## src/rtl/acr_pkg.sv

```systemverilog
// Package: register map, field layout and decode tables for the three config registers
package acr_pkg;
   localparam logic [7:0] ADDR_RATE_CFG = 8'h01;
   localparam logic [7:0] ADDR_FLAG_CFG = 8'h02;
   localparam logic [7:0] ADDR_ROUTE_CFG = 8'h03;
   localparam logic [7:0] RST_RATE_CFG = 8'h00;
   localparam logic [7:0] RST_FLAG_CFG = 8'h00;
   localparam logic [7:0] RST_ROUTE_CFG = 8'h00;
   // First register fields
   localparam int RATE_HI = 7;
   localparam int RATE_LO = 5;
   localparam int SPEED_BIT = 4;
   localparam int REPEAT_BIT = 3;
   localparam int REF_HI = 2;
   localparam int REF_LO = 1;
   localparam int TEMP_BIT = 0;
   // Second register fields
   localparam int READY_BIT = 7;
   localparam int COUNT_BIT = 6;
   localparam int CHECK_HI = 5;
   localparam int CHECK_LO = 4;
   localparam int BURN_BIT = 3;
   localparam int EXC_HI = 2;
   localparam int EXC_LO = 0;
   // Third register: bit 1 reads zero
   localparam logic [7:0] ROUTE_WMASK = 8'hfd;
   localparam logic [2:0] RATE_RESERVED = 3'h7;
   localparam logic [1:0] CHECK_RESERVED = 2'h3;
   localparam logic [1:0] REF_INTERNAL = 2'h0;
   localparam logic [1:0] REF_EXTERNAL = 2'h1;
   // Modulator clock rates
   localparam int CLK_KHZ = 25000;
   localparam int MOD_NORMAL_KHZ = 256;
   localparam int MOD_TURBO_KHZ = 512;
   localparam int MOD_NORMAL_DIV = CLK_KHZ / MOD_NORMAL_KHZ;
   localparam int MOD_TURBO_DIV = CLK_KHZ / MOD_TURBO_KHZ;
   typedef enum logic [1:0] {
      ACR_REF_INT = 2'b00,
      ACR_REF_EXT = 2'b01,
      ACR_REF_SUP = 2'b10
   } acr_ref_e;
   typedef enum logic [1:0] {
      ACR_CHK_NONE = 2'b00,
      ACR_CHK_INV = 2'b01,
      ACR_CHK_CRC = 2'b10,
      ACR_CHK_RSV = 2'b11
   } acr_check_e;
   // Samples per second for a rate code in normal mode; turbo doubles the figure
   function automatic logic [11:0] acr_rate_sps(input logic [2:0] code, input logic turbo);
      logic [11:0] base;
      base = 12'h000;
      case (code)
         3'h0: base = 12'd20;
         3'h1: base = 12'd45;
         3'h2: base = 12'd90;
         3'h3: base = 12'd175;
         3'h4: base = 12'd330;
         3'h5: base = 12'd600;
         3'h6: base = 12'd1000;
         default: base = 12'h000;
      endcase
      acr_rate_sps = turbo ? {base[10:0], 1'b0} : base;
   endfunction : acr_rate_sps
   // Excitation magnitude in microamperes
   function automatic logic [10:0] acr_exc_ua(input logic [2:0] code);
      case (code)
         3'h1: acr_exc_ua = 11'd10;
         3'h2: acr_exc_ua = 11'd50;
         3'h3: acr_exc_ua = 11'd100;
         3'h4: acr_exc_ua = 11'd250;
         3'h5: acr_exc_ua = 11'd500;
         3'h6: acr_exc_ua = 11'd1000;
         3'h7: acr_exc_ua = 11'd1500;
         default: acr_exc_ua = 11'd0;
      endcase
   endfunction : acr_exc_ua
endpackage : acr_pkg

```

## src/rtl/acr_mod_tick.sv

```systemverilog
// Modulator clock enable divider for normal and turbo speed
`timescale 1ns/10ps
`default_nettype none
module acr_mod_tick #(
   parameter int NORMAL_DIV = acr_pkg::MOD_NORMAL_DIV,
   parameter int TURBO_DIV = acr_pkg::MOD_TURBO_DIV
) (
   input wire logic clk,
   input wire logic rst,
   input wire logic turbo,
   output logic tick
);
   import acr_pkg::*;
   logic [7:0] cnt_q;
   logic [7:0] cnt_d;
   logic [7:0] limit;
   logic at_end;
   // Integer divide leaves the rate slightly fast; fine for a status tick
   assign limit = turbo ? 8'(TURBO_DIV - 1) : 8'(NORMAL_DIV - 1);
   assign at_end = (cnt_q >= limit);
   assign cnt_d = at_end ? 8'h00 : cnt_q + 8'h01;
   always_ff @(posedge clk) begin
      if (rst) begin
         cnt_q <= 8'h00;
         tick <= 1'b0;
      end else begin
         cnt_q <= cnt_d;
         tick <= at_end;
      end
   end
endmodule : acr_mod_tick
`default_nettype wire

```

## src/rtl/acr_ready_flag.sv

```systemverilog
// Sticky result-ready flag; a new result wins over a clearing read
`timescale 1ns/10ps
`default_nettype none
module acr_ready_flag (
   input wire logic clk,
   input wire logic rst,
   input wire logic set,
   input wire logic clear,
   output logic flag
);
   always_ff @(posedge clk) begin
      if (rst) begin
         flag <= 1'b0;
      end else if (set) begin
         flag <= 1'b1;
      end else if (clear) begin
         flag <= 1'b0;
      end
   end
endmodule : acr_ready_flag
`default_nettype wire

```

## src/rtl/acr_regs.sv

```systemverilog
// Three configuration registers: rate/conversion, flags/excitation and routing
// Contract
// - Bits 7:5 of the first register select the data rate, whose meaning depends on speed; 111 is reserved.
// - Speed bit clear runs the modulator at 256 kHz with rates 20 to 1000 samples per second.
// - Speed bit set runs the modulator at 512 kHz with rates 40 to 2000 samples per second.
// - Bit 3 of the first register selects single-shot (0, default) or continuous (1) conversion.
// - Bits 2:1 select the reference: 00 internal, 01 external pins, 10 and 11 analog supply.
// - Bit 0 set measures the temperature sensor on the internal reference, ignoring register zero.
// - Bit 7 of the second register is a read-only result-ready flag, zero at reset.
// - Reading the conversion data clears the result-ready flag.
// - Bit 6 of the second register enables the conversion data counter, off by default.
// - Bits 5:4 select integrity check: none, inverted copy, CRC16, 11 reserved.
// - Bit 3 of the second register switches the 10 uA burn-out sources, off by default.
// - Bits 2:0 set the magnitude of both excitation sources, 000 meaning off.
// - The second register sits at 02h and resets to zero.
// - The third register sits at 03h and resets to zero.
// - The first register sits at 01h and resets to zero.
`timescale 1ns/10ps
`default_nettype none
module acr_regs (
   input wire logic clk,
   input wire logic rst,
   input wire logic [7:0] reg_addr,
   input wire logic reg_wr,
   input wire logic [7:0] reg_wdata,
   input wire logic reg_rd,
   output logic [7:0] reg_rdata,
   input wire logic result_done,
   input wire logic data_read,
   output logic mod_tick,
   output logic [2:0] sample_rate_sel,
   output logic [11:0] sample_rate_sps,
   output logic turbo_en,
   output logic conversion_repeat_sel,
   output acr_pkg::acr_ref_e ref_sel,
   output logic temp_sensor_en,
   output logic mux_cfg_ignore,
   output logic result_ready_flag,
   output logic conversion_counter_en,
   output acr_pkg::acr_check_e check_sel,
   output logic burnout_source_en,
   output logic [2:0] excitation_magnitude_sel,
   output logic [10:0] excitation_ua,
   output logic [7:0] route_cfg,
   output logic rsv_code_seen
);
   import acr_pkg::*;

   // ----------------------------------------
   // Storage
   // ----------------------------------------
   logic [7:0] rate_cfg_q;
   logic [7:0] flag_cfg_q;
   logic [7:0] route_cfg_q;
   logic [7:0] rdata_d;
   logic hit_rate;
   logic hit_flag;
   logic hit_route;
   logic ready_raw;
   logic [2:0] rate_code;
   logic [1:0] ref_code;
   logic [1:0] chk_code;
   logic rsv_d;

   assign hit_rate = (reg_addr == ADDR_RATE_CFG);
   assign hit_flag = (reg_addr == ADDR_FLAG_CFG);
   assign hit_route = (reg_addr == ADDR_ROUTE_CFG);

   // ----------------------------------------
   // Writes
   // ----------------------------------------
   always_ff @(posedge clk) begin
      if (rst) begin
         rate_cfg_q <= RST_RATE_CFG;
         flag_cfg_q <= RST_FLAG_CFG;
         route_cfg_q <= RST_ROUTE_CFG;
      end else if (reg_wr) begin
         if (hit_rate) begin
            rate_cfg_q <= reg_wdata;
         end
         if (hit_flag) begin
            flag_cfg_q <= {1'b0, reg_wdata[COUNT_BIT:EXC_LO]};
         end
         if (hit_route) begin
            route_cfg_q <= reg_wdata & ROUTE_WMASK;
         end
      end
   end

   // ----------------------------------------
   // Result-ready flag
   // ----------------------------------------
   // clear on data read
   acr_ready_flag u_ready (
      .clk(clk),
      .rst(rst),
      .set(result_done),
      .clear(data_read),
      .flag(ready_raw)
   );

   // ----------------------------------------
   // Modulator tick
   // ----------------------------------------
   // normal or turbo speed tick, chosen by the speed bit
   acr_mod_tick u_tick (
      .clk(clk),
      .rst(rst),
      .turbo(rate_cfg_q[SPEED_BIT]),
      .tick(mod_tick)
   );

   // ----------------------------------------
   // Decode
   // ----------------------------------------
   // rate selector
   assign rate_code = rate_cfg_q[RATE_HI:RATE_LO];
   // reference select, temp mode forces internal
   assign ref_code = rate_cfg_q[TEMP_BIT] ? REF_INTERNAL : rate_cfg_q[REF_HI:REF_LO];
   assign chk_code = flag_cfg_q[CHECK_HI:CHECK_LO];
   // flag reserved codes left by the host
   assign rsv_d = (rate_code == RATE_RESERVED) || (chk_code == CHECK_RESERVED);

   // second register read at 02h, flag in bit 7
   assign rdata_d = hit_rate ? rate_cfg_q :
                    hit_flag ? {ready_raw, flag_cfg_q[COUNT_BIT:EXC_LO]} :
                    hit_route ? route_cfg_q : 8'h00;

   // ----------------------------------------
   // Registered outputs
   // ----------------------------------------
   always_ff @(posedge clk) begin
      if (rst) begin
         reg_rdata <= 8'h00;
         sample_rate_sel <= 3'h0;
         sample_rate_sps <= 12'h000;
         turbo_en <= 1'b0;
         conversion_repeat_sel <= 1'b0;
         ref_sel <= ACR_REF_INT;
         temp_sensor_en <= 1'b0;
         mux_cfg_ignore <= 1'b0;
         result_ready_flag <= 1'b0;
         conversion_counter_en <= 1'b0;
         check_sel <= ACR_CHK_NONE;
         burnout_source_en <= 1'b0;
         excitation_magnitude_sel <= 3'h0;
         excitation_ua <= 11'h000;
         route_cfg <= 8'h00;
         rsv_code_seen <= 1'b0;
      end else begin
         // Read data held between reads so a slow host sees a stable byte
         if (reg_rd) begin
            reg_rdata <= rdata_d;
         end
         sample_rate_sel <= rate_code;
         sample_rate_sps <= acr_rate_sps(rate_code, rate_cfg_q[SPEED_BIT]);
         turbo_en <= rate_cfg_q[SPEED_BIT];
         conversion_repeat_sel <= rate_cfg_q[REPEAT_BIT];
         // codes 10 and 11 both mean supply
         ref_sel <= ref_code[1] ? ACR_REF_SUP : acr_ref_e'(ref_code);
         temp_sensor_en <= rate_cfg_q[TEMP_BIT];
         mux_cfg_ignore <= rate_cfg_q[TEMP_BIT];
         result_ready_flag <= ready_raw;
         conversion_counter_en <= flag_cfg_q[COUNT_BIT];
         check_sel <= acr_check_e'(chk_code);
         burnout_source_en <= flag_cfg_q[BURN_BIT];
         excitation_magnitude_sel <= flag_cfg_q[EXC_HI:EXC_LO];
         excitation_ua <= acr_exc_ua(flag_cfg_q[EXC_HI:EXC_LO]);
         route_cfg <= route_cfg_q;
         rsv_code_seen <= rsv_d;
      end
   end

   // ----------------------------------------
   // Checks
   // ----------------------------------------
   flag_set_wins_a: assert property (@(posedge clk) disable iff (rst)
      result_done |=> ready_raw)
      else $error("ready flag missed a new result");

   flag_clear_a: assert property (@(posedge clk) disable iff (rst)
      (data_read && !result_done) |=> !ready_raw)
      else $error("ready flag not cleared by data read");

   flag_ro_a: assert property (@(posedge clk) disable iff (rst)
      (reg_wr && hit_flag && !result_done && !ready_raw) |=> !ready_raw)
      else $error("ready flag changed by a write");

   rate_write_a: assert property (@(posedge clk) disable iff (rst)
      (reg_wr && hit_rate) |=> ##1 (sample_rate_sel == $past(reg_wdata[RATE_HI:RATE_LO], 2)))
      else $error("rate selector not taken from write");

   turbo_rate_a: assert property (@(posedge clk) disable iff (rst)
      (rate_cfg_q[SPEED_BIT] && rate_code == 3'h6) |=> (sample_rate_sps == 12'd2000))
      else $error("turbo top rate wrong");

   normal_rate_a: assert property (@(posedge clk) disable iff (rst)
      (!rate_cfg_q[SPEED_BIT] && rate_code == 3'h0) |=> (sample_rate_sps == 12'd20))
      else $error("normal base rate wrong");

   temp_ref_a: assert property (@(posedge clk) disable iff (rst)
      rate_cfg_q[TEMP_BIT] |=> (ref_sel == ACR_REF_INT && mux_cfg_ignore))
      else $error("temperature mode not on internal reference");

   supply_ref_a: assert property (@(posedge clk) disable iff (rst)
      (!rate_cfg_q[TEMP_BIT] && rate_cfg_q[REF_HI]) |=> (ref_sel == ACR_REF_SUP))
      else $error("supply reference decode wrong");

   exc_max_a: assert property (@(posedge clk) disable iff (rst)
      (flag_cfg_q[EXC_HI:EXC_LO] == 3'h7) |=> (excitation_ua == 11'd1500))
      else $error("excitation top code wrong");

   route_read_a: assert property (@(posedge clk) disable iff (rst)
      (reg_rd && hit_route) |=> (reg_rdata[1] == 1'b0))
      else $error("routing reserved bit reads one");

   count_en_a: assert property (@(posedge clk) disable iff (rst)
      (reg_wr && hit_flag) |=> ##1 (conversion_counter_en == $past(reg_wdata[COUNT_BIT], 2)))
      else $error("counter enable not taken from write");

   burn_a: assert property (@(posedge clk) disable iff (rst)
      (reg_wr && hit_flag) |=> ##1 (burnout_source_en == $past(reg_wdata[BURN_BIT], 2)))
      else $error("burn-out enable not taken from write");

   mode_a: assert property (@(posedge clk) disable iff (rst)
      (reg_wr && hit_rate) |=> ##1 (conversion_repeat_sel == $past(reg_wdata[REPEAT_BIT], 2)))
      else $error("conversion mode not taken from write");

   check_a: assert property (@(posedge clk) disable iff (rst)
      (chk_code == CHECK_RESERVED) |=> (rsv_code_seen && check_sel == ACR_CHK_RSV))
      else $error("reserved check code not reported");

   rsv_rate_a: assert property (@(posedge clk) disable iff (rst)
      (rate_code == RATE_RESERVED) |=> (rsv_code_seen && sample_rate_sps == 12'h000))
      else $error("reserved rate code not reported");

   flag_read_a: assert property (@(posedge clk) disable iff (rst)
      (reg_rd && hit_flag) |=> (reg_rdata[READY_BIT] == $past(ready_raw)))
      else $error("ready flag not read in bit 7");

   // Reset checks carry no disable so the release edge itself is covered
   rate_reset_a: assert property (@(posedge clk)
      $fell(rst) |-> (rate_cfg_q == RST_RATE_CFG))
      else $error("first register not cleared by reset");

   flag_reset_a: assert property (@(posedge clk)
      $fell(rst) |-> (flag_cfg_q == RST_FLAG_CFG))
      else $error("second register not cleared by reset");

   route_reset_a: assert property (@(posedge clk)
      $fell(rst) |-> (route_cfg_q == RST_ROUTE_CFG))
      else $error("third register not cleared by reset");

   ready_reset_a: assert property (@(posedge clk)
      $fell(rst) |-> (!ready_raw && !result_ready_flag))
      else $error("ready flag not cleared by reset");

   exc_off_a: assert property (@(posedge clk) disable iff (rst)
      (flag_cfg_q[EXC_HI:EXC_LO] == 3'h0) |=> (excitation_ua == 11'h000))
      else $error("excitation not off for code zero");

   ext_ref_a: assert property (@(posedge clk) disable iff (rst)
      (!rate_cfg_q[TEMP_BIT] && rate_cfg_q[REF_HI:REF_LO] == REF_EXTERNAL)
      |=> (ref_sel == ACR_REF_EXT))
      else $error("external reference decode wrong");

   int_ref_a: assert property (@(posedge clk) disable iff (rst)
      (rate_cfg_q[REF_HI:REF_LO] == REF_INTERNAL) |=> (ref_sel == ACR_REF_INT))
      else $error("internal reference decode wrong");

   normal_top_a: assert property (@(posedge clk) disable iff (rst)
      (!rate_cfg_q[SPEED_BIT] && rate_code == 3'h6) |=> (sample_rate_sps == 12'h3e8))
      else $error("normal top rate wrong");

   turbo_base_a: assert property (@(posedge clk) disable iff (rst)
      (rate_cfg_q[SPEED_BIT] && rate_code == 3'h0) |=> (sample_rate_sps == 12'h028))
      else $error("turbo base rate wrong");

   tick_pulse_a: assert property (@(posedge clk) disable iff (rst)
      mod_tick |=> !mod_tick)
      else $error("modulator tick longer than one cycle");

   rsv_clear_a: assert property (@(posedge clk) disable iff (rst)
      (rate_code != RATE_RESERVED && chk_code != CHECK_RESERVED) |=> !rsv_code_seen)
      else $error("reserved code reported without cause");
endmodule : acr_regs
`default_nettype wire

```

## config.mk

```make
export PLATFORM = sky130hd
export DESIGN_NAME = acr_regs
export DESIGN_NICKNAME = d
export VERILOG_FILES = /design/src/rtl/acr_pkg.sv /design/src/rtl/acr_mod_tick.sv /design/src/rtl/acr_ready_flag.sv /design/src/rtl/acr_regs.sv
export SDC_FILE = /design/constraint.sdc
export NUM_CORES = 1
export LEC_CHECK = 0
export BUFFER_PORTS_ARGS = -buffer_cell sky130_fd_sc_hd__buf_4
export CAP_MARGIN = 20
export CORE_UTILIZATION = 55
export CTS_BUF_LIST = sky130_fd_sc_hd__clkbuf_2
export CTS_CLUSTER_SIZE = 25
export DETAILED_ROUTE_END_ITERATION = 7
export PLACE_DENSITY = 0.81
export SETUP_SLACK_MARGIN = 0.02
export SLEW_MARGIN = 20
export SYNTH_ARGS = -nofsm -noshare
export SYNTH_HDL_FRONTEND = slang
export SYNTH_SLANG_ARGS = --single-unit
```

## constraint.sdc

```tcl
create_clock -name clk -period 2.1 [get_ports clk]
set_input_delay 0.315 -clock clk [delete_from_list [all_inputs] [get_ports clk]]
set_output_delay 0.315 -clock clk [all_outputs]
set_load 0.005 [all_outputs]
```

---- Word-level counts from Yosys, hierarchy flattened ----
Cells that the tools add are included.
storage, ports and cells
  input bits .............................. 22
  ROM bits ................................ 0
  output and inout port bits .............. 58
  register bits ........................... 87
  bits in writable memories ............... 0
  word-level logic and storage cells ...... 63
  bits in latches ......................... 0
  memories kept ........................... 0
operators by class
  div/mod/pow operators ................... 0
  equality and inequality tests ........... 18
  reduce and logical (&&, ||, !) cells .... 9
  mux-type cells .......................... 11
  shifts and indexed selects .............. 0
  add/subtract/negate cells ............... 1
  magnitude comparators ................... 1
  bitwise gates (word level) .............. 0
  $mul .................................... 0
operators with widths
  kind                                                 count
  case mux 11 bit (7 select lines)                     1
  case mux 10 bit (7 select lines)                     1
  equality test 3 bit, second input constant           8
  2-to-1 mux 8 bit                                     3
  equality test 8 x 2 -> 1 bit, second input constant  2
  equality test 3 x 2 -> 1 bit, second input constant  4
  2-to-1 mux 12 bit                                    1
  adder 8 x 1 -> 8 bit, second input constant          1
  equality test 8 x 1 -> 1 bit, second input constant  1
  >= comparator 8 bit                                  1
  2-to-1 mux 7 bit                                     1
  equality test 3 x 1 -> 1 bit, second input constant  2
  AND reduction 2 bit                                  3
  2-to-1 mux 2 bit                                     2
  OR reduction 2 bit                                   2
  logical NOT 3 bit                                    1
  OR reduction 3 bit                                   1
  equality test 2 bit, second input constant           1
  2-to-1 mux 1 bit                                     2
  nonzero test 2 bit                                   1
  logical OR 1 bit                                     1

---- Longest topological paths before layout ----
  word-level depth ........................ 4
  mapped depth ............................ 6
  gate-level depth less buffers ........... 6

---- Modules after synthesis ----
From an unflattened synthesis, not the netlist that was laid out.
second synthesis, totals
  cells, all modules ...................... 343
  area total of the unflattened synthesis .. 3,395.8 um2
by module, submodules not included
  module          seq. area each (um2)  cells an instance  times used  area each (um2)
  acr_regs        1,501.4               292                1           2,864.0
  acr_mod_tick    180.2                 47                 1           493.0
  acr_ready_flag  20.0                  4                  1           38.8

---- Worst setup path before layout ----
No wires, ideal clock.
  path kind ............................... register to register
  start ................................... register rate_cfg_q[4]
  end ..................................... register u_tick.cnt_q[7]
  path buffers ............................ 0
  data required time ...................... 2.022 ns
  clock period less this slack ............ 1.748 ns
  path slack .............................. 0.352 ns
  library setup time ...................... 0.078 ns
  data arrival time ....................... 1.670 ns
  stages on the path, launching flop included .. 7
  cell sequence ........................... dfxtp_1 > clkinv_1 > ha_1 > a21o_1 > a31oi_1 > o21ai_1 > nor3_1
on the way
  word-level cells in the longest chain between the ends .. 3
ends and longest elaborated chain
  item                                 line                source
  start: declaration                   acr_regs.sv:52      logic [7:0] rate_cfg_q;
  start signal: assignment             acr_regs.sv:79      rate_cfg_q <= reg_wdata;
  2-to-1 mux 7 bit                     acr_mod_tick.sv:19  assign limit = turbo ? 8'(TURBO_DIV - 1) : 8'(NORMAL_DIV - 1);
  >= comparator 8 bit                  acr_mod_tick.sv:20  assign at_end = (cnt_q >= limit);
  OR reduction 2 bit (no source line)  --
  end signal: assignment               acr_mod_tick.sv:27  cnt_q <= cnt_d;
  end: declaration                     acr_mod_tick.sv:14  logic [7:0] cnt_q;
No other way between the ends.
A chain may end at the register's enable or synchronous reset.

---- Worst setup path after layout ----
  start ................................... register rate_cfg_q[4]
  end ..................................... register u_tick.cnt_q[6]
Same word-level chain as after synthesis.

==> reports/metrics.cfg <==
[run]
maxCapViolCount=0

[power]
powerDensity_mw_per_mm2=613
irDropWorstVdd_mv=0.359
p_leak_uw=0.00187

[worst_setup_path]
r2r_end=u_tick.cnt_q[6]
path_class=register to register
critPathLaunchType=register
crit_path_max_fanout=11
r2r_cells=6
critPathCaptureType=register
r2r_setup_slack_ns=0.24
required_ns=2.49
critPathArrivalTime_ns=2.26
rr_startpoint=rate_cfg_q[4]

[synth]
netlist_area_mm2=0.00327
ys_ff_latch=85
synth.most_common_cell=dfxtp_1
yosys_warnings=0
synthFlopType=dfxtp_1
synth_top_area_cell=dfxtp_1
syn_avg_cell_area_um2=9.60
synth_edf_count=0
ys_top_cells_by_area=dfxtp_1 52%, nor2b_1 5.2%, nor2_1 4.6%
async_reset_ff_share_pct=0
syn-instance-count=341
ys_types=43
ys_seq_area_share_pct=52.0
synthTopCellsByCount=85 x dfxtp_1, 40 x nor2_1, 27 x nor2b_1, 18 x a21oi_1, 17 x nand2_1
synth.top_cell.area_share_pct=52.0

[final_layout]
area_growth_pct=20.5
antenna_cells=0
num-fill-cells=468
drive_gt1_share_pct=26.7
fin_util_pct=70.3
num-nets-final=440

[hold_path]
min_path_cells=3
hp-class=input port to register
worstHoldEndpoint=rate_cfg_q[1]
worstHoldStart=reg_wdata[1]

[routing]
routed_via_density=5.39
drc_errors=0
ant_nets=0
drtIter0Drc=145
drt-pass1-iter-count=4
drt_wl_total_um=7070
wire_per_inst_um=14.5
via_count=2631

[clock_tree]
clk_pin_slew_worst_paths_ns=0.21
numCtsBuffers=9
clockBufferDepth=2
clk_latency_ns=0.50
clock_sink_count=85
root_buffer=clkbuf_2
cts_max_level=3
tritoncts=built

[global_routing]
overflow=0
track_usage_pct=23.1
grt_max_degree=44
antenna_found_initial=0
grt_pass1_wl_um=11000
grt_pass1_vias=2350

[timing]
finalSetupTns_ns=0
tightest_slew_ns=0.585
relSlewSlack_pct=60.7
setup_violations=0
fin_crit_sh_pct=88.8
min_period_ns=1.86
slew_viol_final=0
rsz0062_at_grt=no
fin_skew_ns=0.0276
fmax_mhz=536
hold_violations=0

[floorplan]
fp.dieW_um=79.1
rows=27
fp.coreArea_mm2=0.00561
fp.dieH_um=79.1
dieArea_mm2=0.00626
pin_count=80
initial_core_util_pct=58.4

[place]
hpwlAfterDp_um=4900
port_buffers=76
gp_congestion=0.797

[outcome]
status=finished clean

## worst max-delay path: stages, from the launching register on
cell        delay (ns)
dfxtp_1           0.42
clkinvlp_4        0.22
ha_1              0.36
a21o_1            0.11
a31oi_1           0.04
o21ai_1           0.49
nor2_1            0.11
## through the flow
stage	std cells	worst slack (ns)	hold WS [ns]	total power [µW]	area, µm²
2_1_floorplan	343	0.352	0.424	1740	3280
3_3_place_gp	472	0.295	0.456	1800	3860
3_5_place_dp	472	0.208	0.472	1800	3860
4_1_cts	488	0.178	0.0378	2430	3940
5_1_grt	488	0.0824	0.0202	2510	3940
6_report	488	0.235	0.0519	2420	3940
## worst max path at each step
stage	from	end	slack, ns
6_report	rate_cfg_q[4]	u_tick.cnt_q[6]	0.24
5_1_grt	rate_cfg_q[4]	u_tick.cnt_q[7]	0.08
4_1_cts	rate_cfg_q[4]	u_tick.cnt_q[7]	0.18
3_5_place_dp	rate_cfg_q[4]	u_tick.cnt_q[7]	0.21
3_3_place_gp	rate_cfg_q[4]	u_tick.cnt_q[7]	0.30
2_1_floorplan	rate_cfg_q[4]	u_tick.cnt_q[7]	0.35
## layout make-up
type,count,area (µm²),area share [%]
Timing Repair Buffer,81,611,15.5
Tap cell,72,90.1,2.28
Sequential cell,85,1700,43.1
Clock buffer,11,55.1,1.40
Clock inverter,4,16.3,0.412
Multi-Input combinational cell,228,1440,36.5
Inverter,7,30.0,0.761
## placed cells by master, fill, tap and decap left out, types with 11 or more instances in the layout
| cell | n |
|---|---|
| a21oi_1 | 18 |
| clkbuf_2 | 11 |
| o21ai_1 | 15 |
| nor2_1 | 40 |
| dfxtp_1 | 85 |
| a21o_1 | 11 |
| nand2_1 | 17 |
| nor2b_1 | 27 |
| nand2b_1 | 14 |
| buf_4 | 80 |
## report_power, final
group	internal, µW	leakage, µW	switching (µW)
sequential	1630	0.000686	10.0
combinational	57.5	0.00113	78.2
clock	147	0.0000543	497
total	1830	0.00187	585
## what timing repair did
action                                  4_1_cts  5_1_grt
hold buffers                                  1        0
gates resized for setup                       0        1
hold endpoints to repair                      1        0
endpoints found under the setup margin        0        2
setup buffers                                 0        0
## state kept, by name, summed over array words and instances, names as in the netlist
name,flops
check_sel,2
flag_cfg_q,7
rate_cfg_q,8
route_cfg,7
route_cfg_q,7
rsv_code_seen,1
reg_rdata,8
sample_rate_sel,3
u_ready.flag,1
u_tick.tick,1
excitation_magnitude_sel,3
mux_cfg_ignore,1
u_tick.cnt_q,8
conversion_repeat_sel,1
turbo_en,1
excitation_ua,10
conversion_counter_en,1
result_ready_flag,1
ref_sel,2
burnout_source_en,1
sample_rate_sps,11
## metal layers
metal / routed length (µm) / GRT usage, %
met1: 3200 / 29.7
met2: 3270 / 36.8
met3: 426 / 3.91
met4: 173 / 12.9
met5: 0 / 0
## kinds of logic (layout without fill, tap and decap cells)
| logic type | Yosys count | count (layout) | share of synthesized area (%) |
|---|---|---|---|
| AO/OA/AOI/OAI | 70 | 70 | 15.1 |
| multiplexers | 5 | 5 | 1.53 |
| adder cells (fa/ha/maj) | 6 | 6 | 2.29 |
| other | 1 | 3 | 0.115 |
| AND/OR/NAND/NOR | 135 | 135 | 22.4 |
| buffers and inverters | 30 | 103 | 4.24 |
| XOR/XNOR | 9 | 9 | 2.41 |
| flip-flops | 85 | 85 | 52.0 |
No activity file was read; power rests on OpenSTA's default activity.
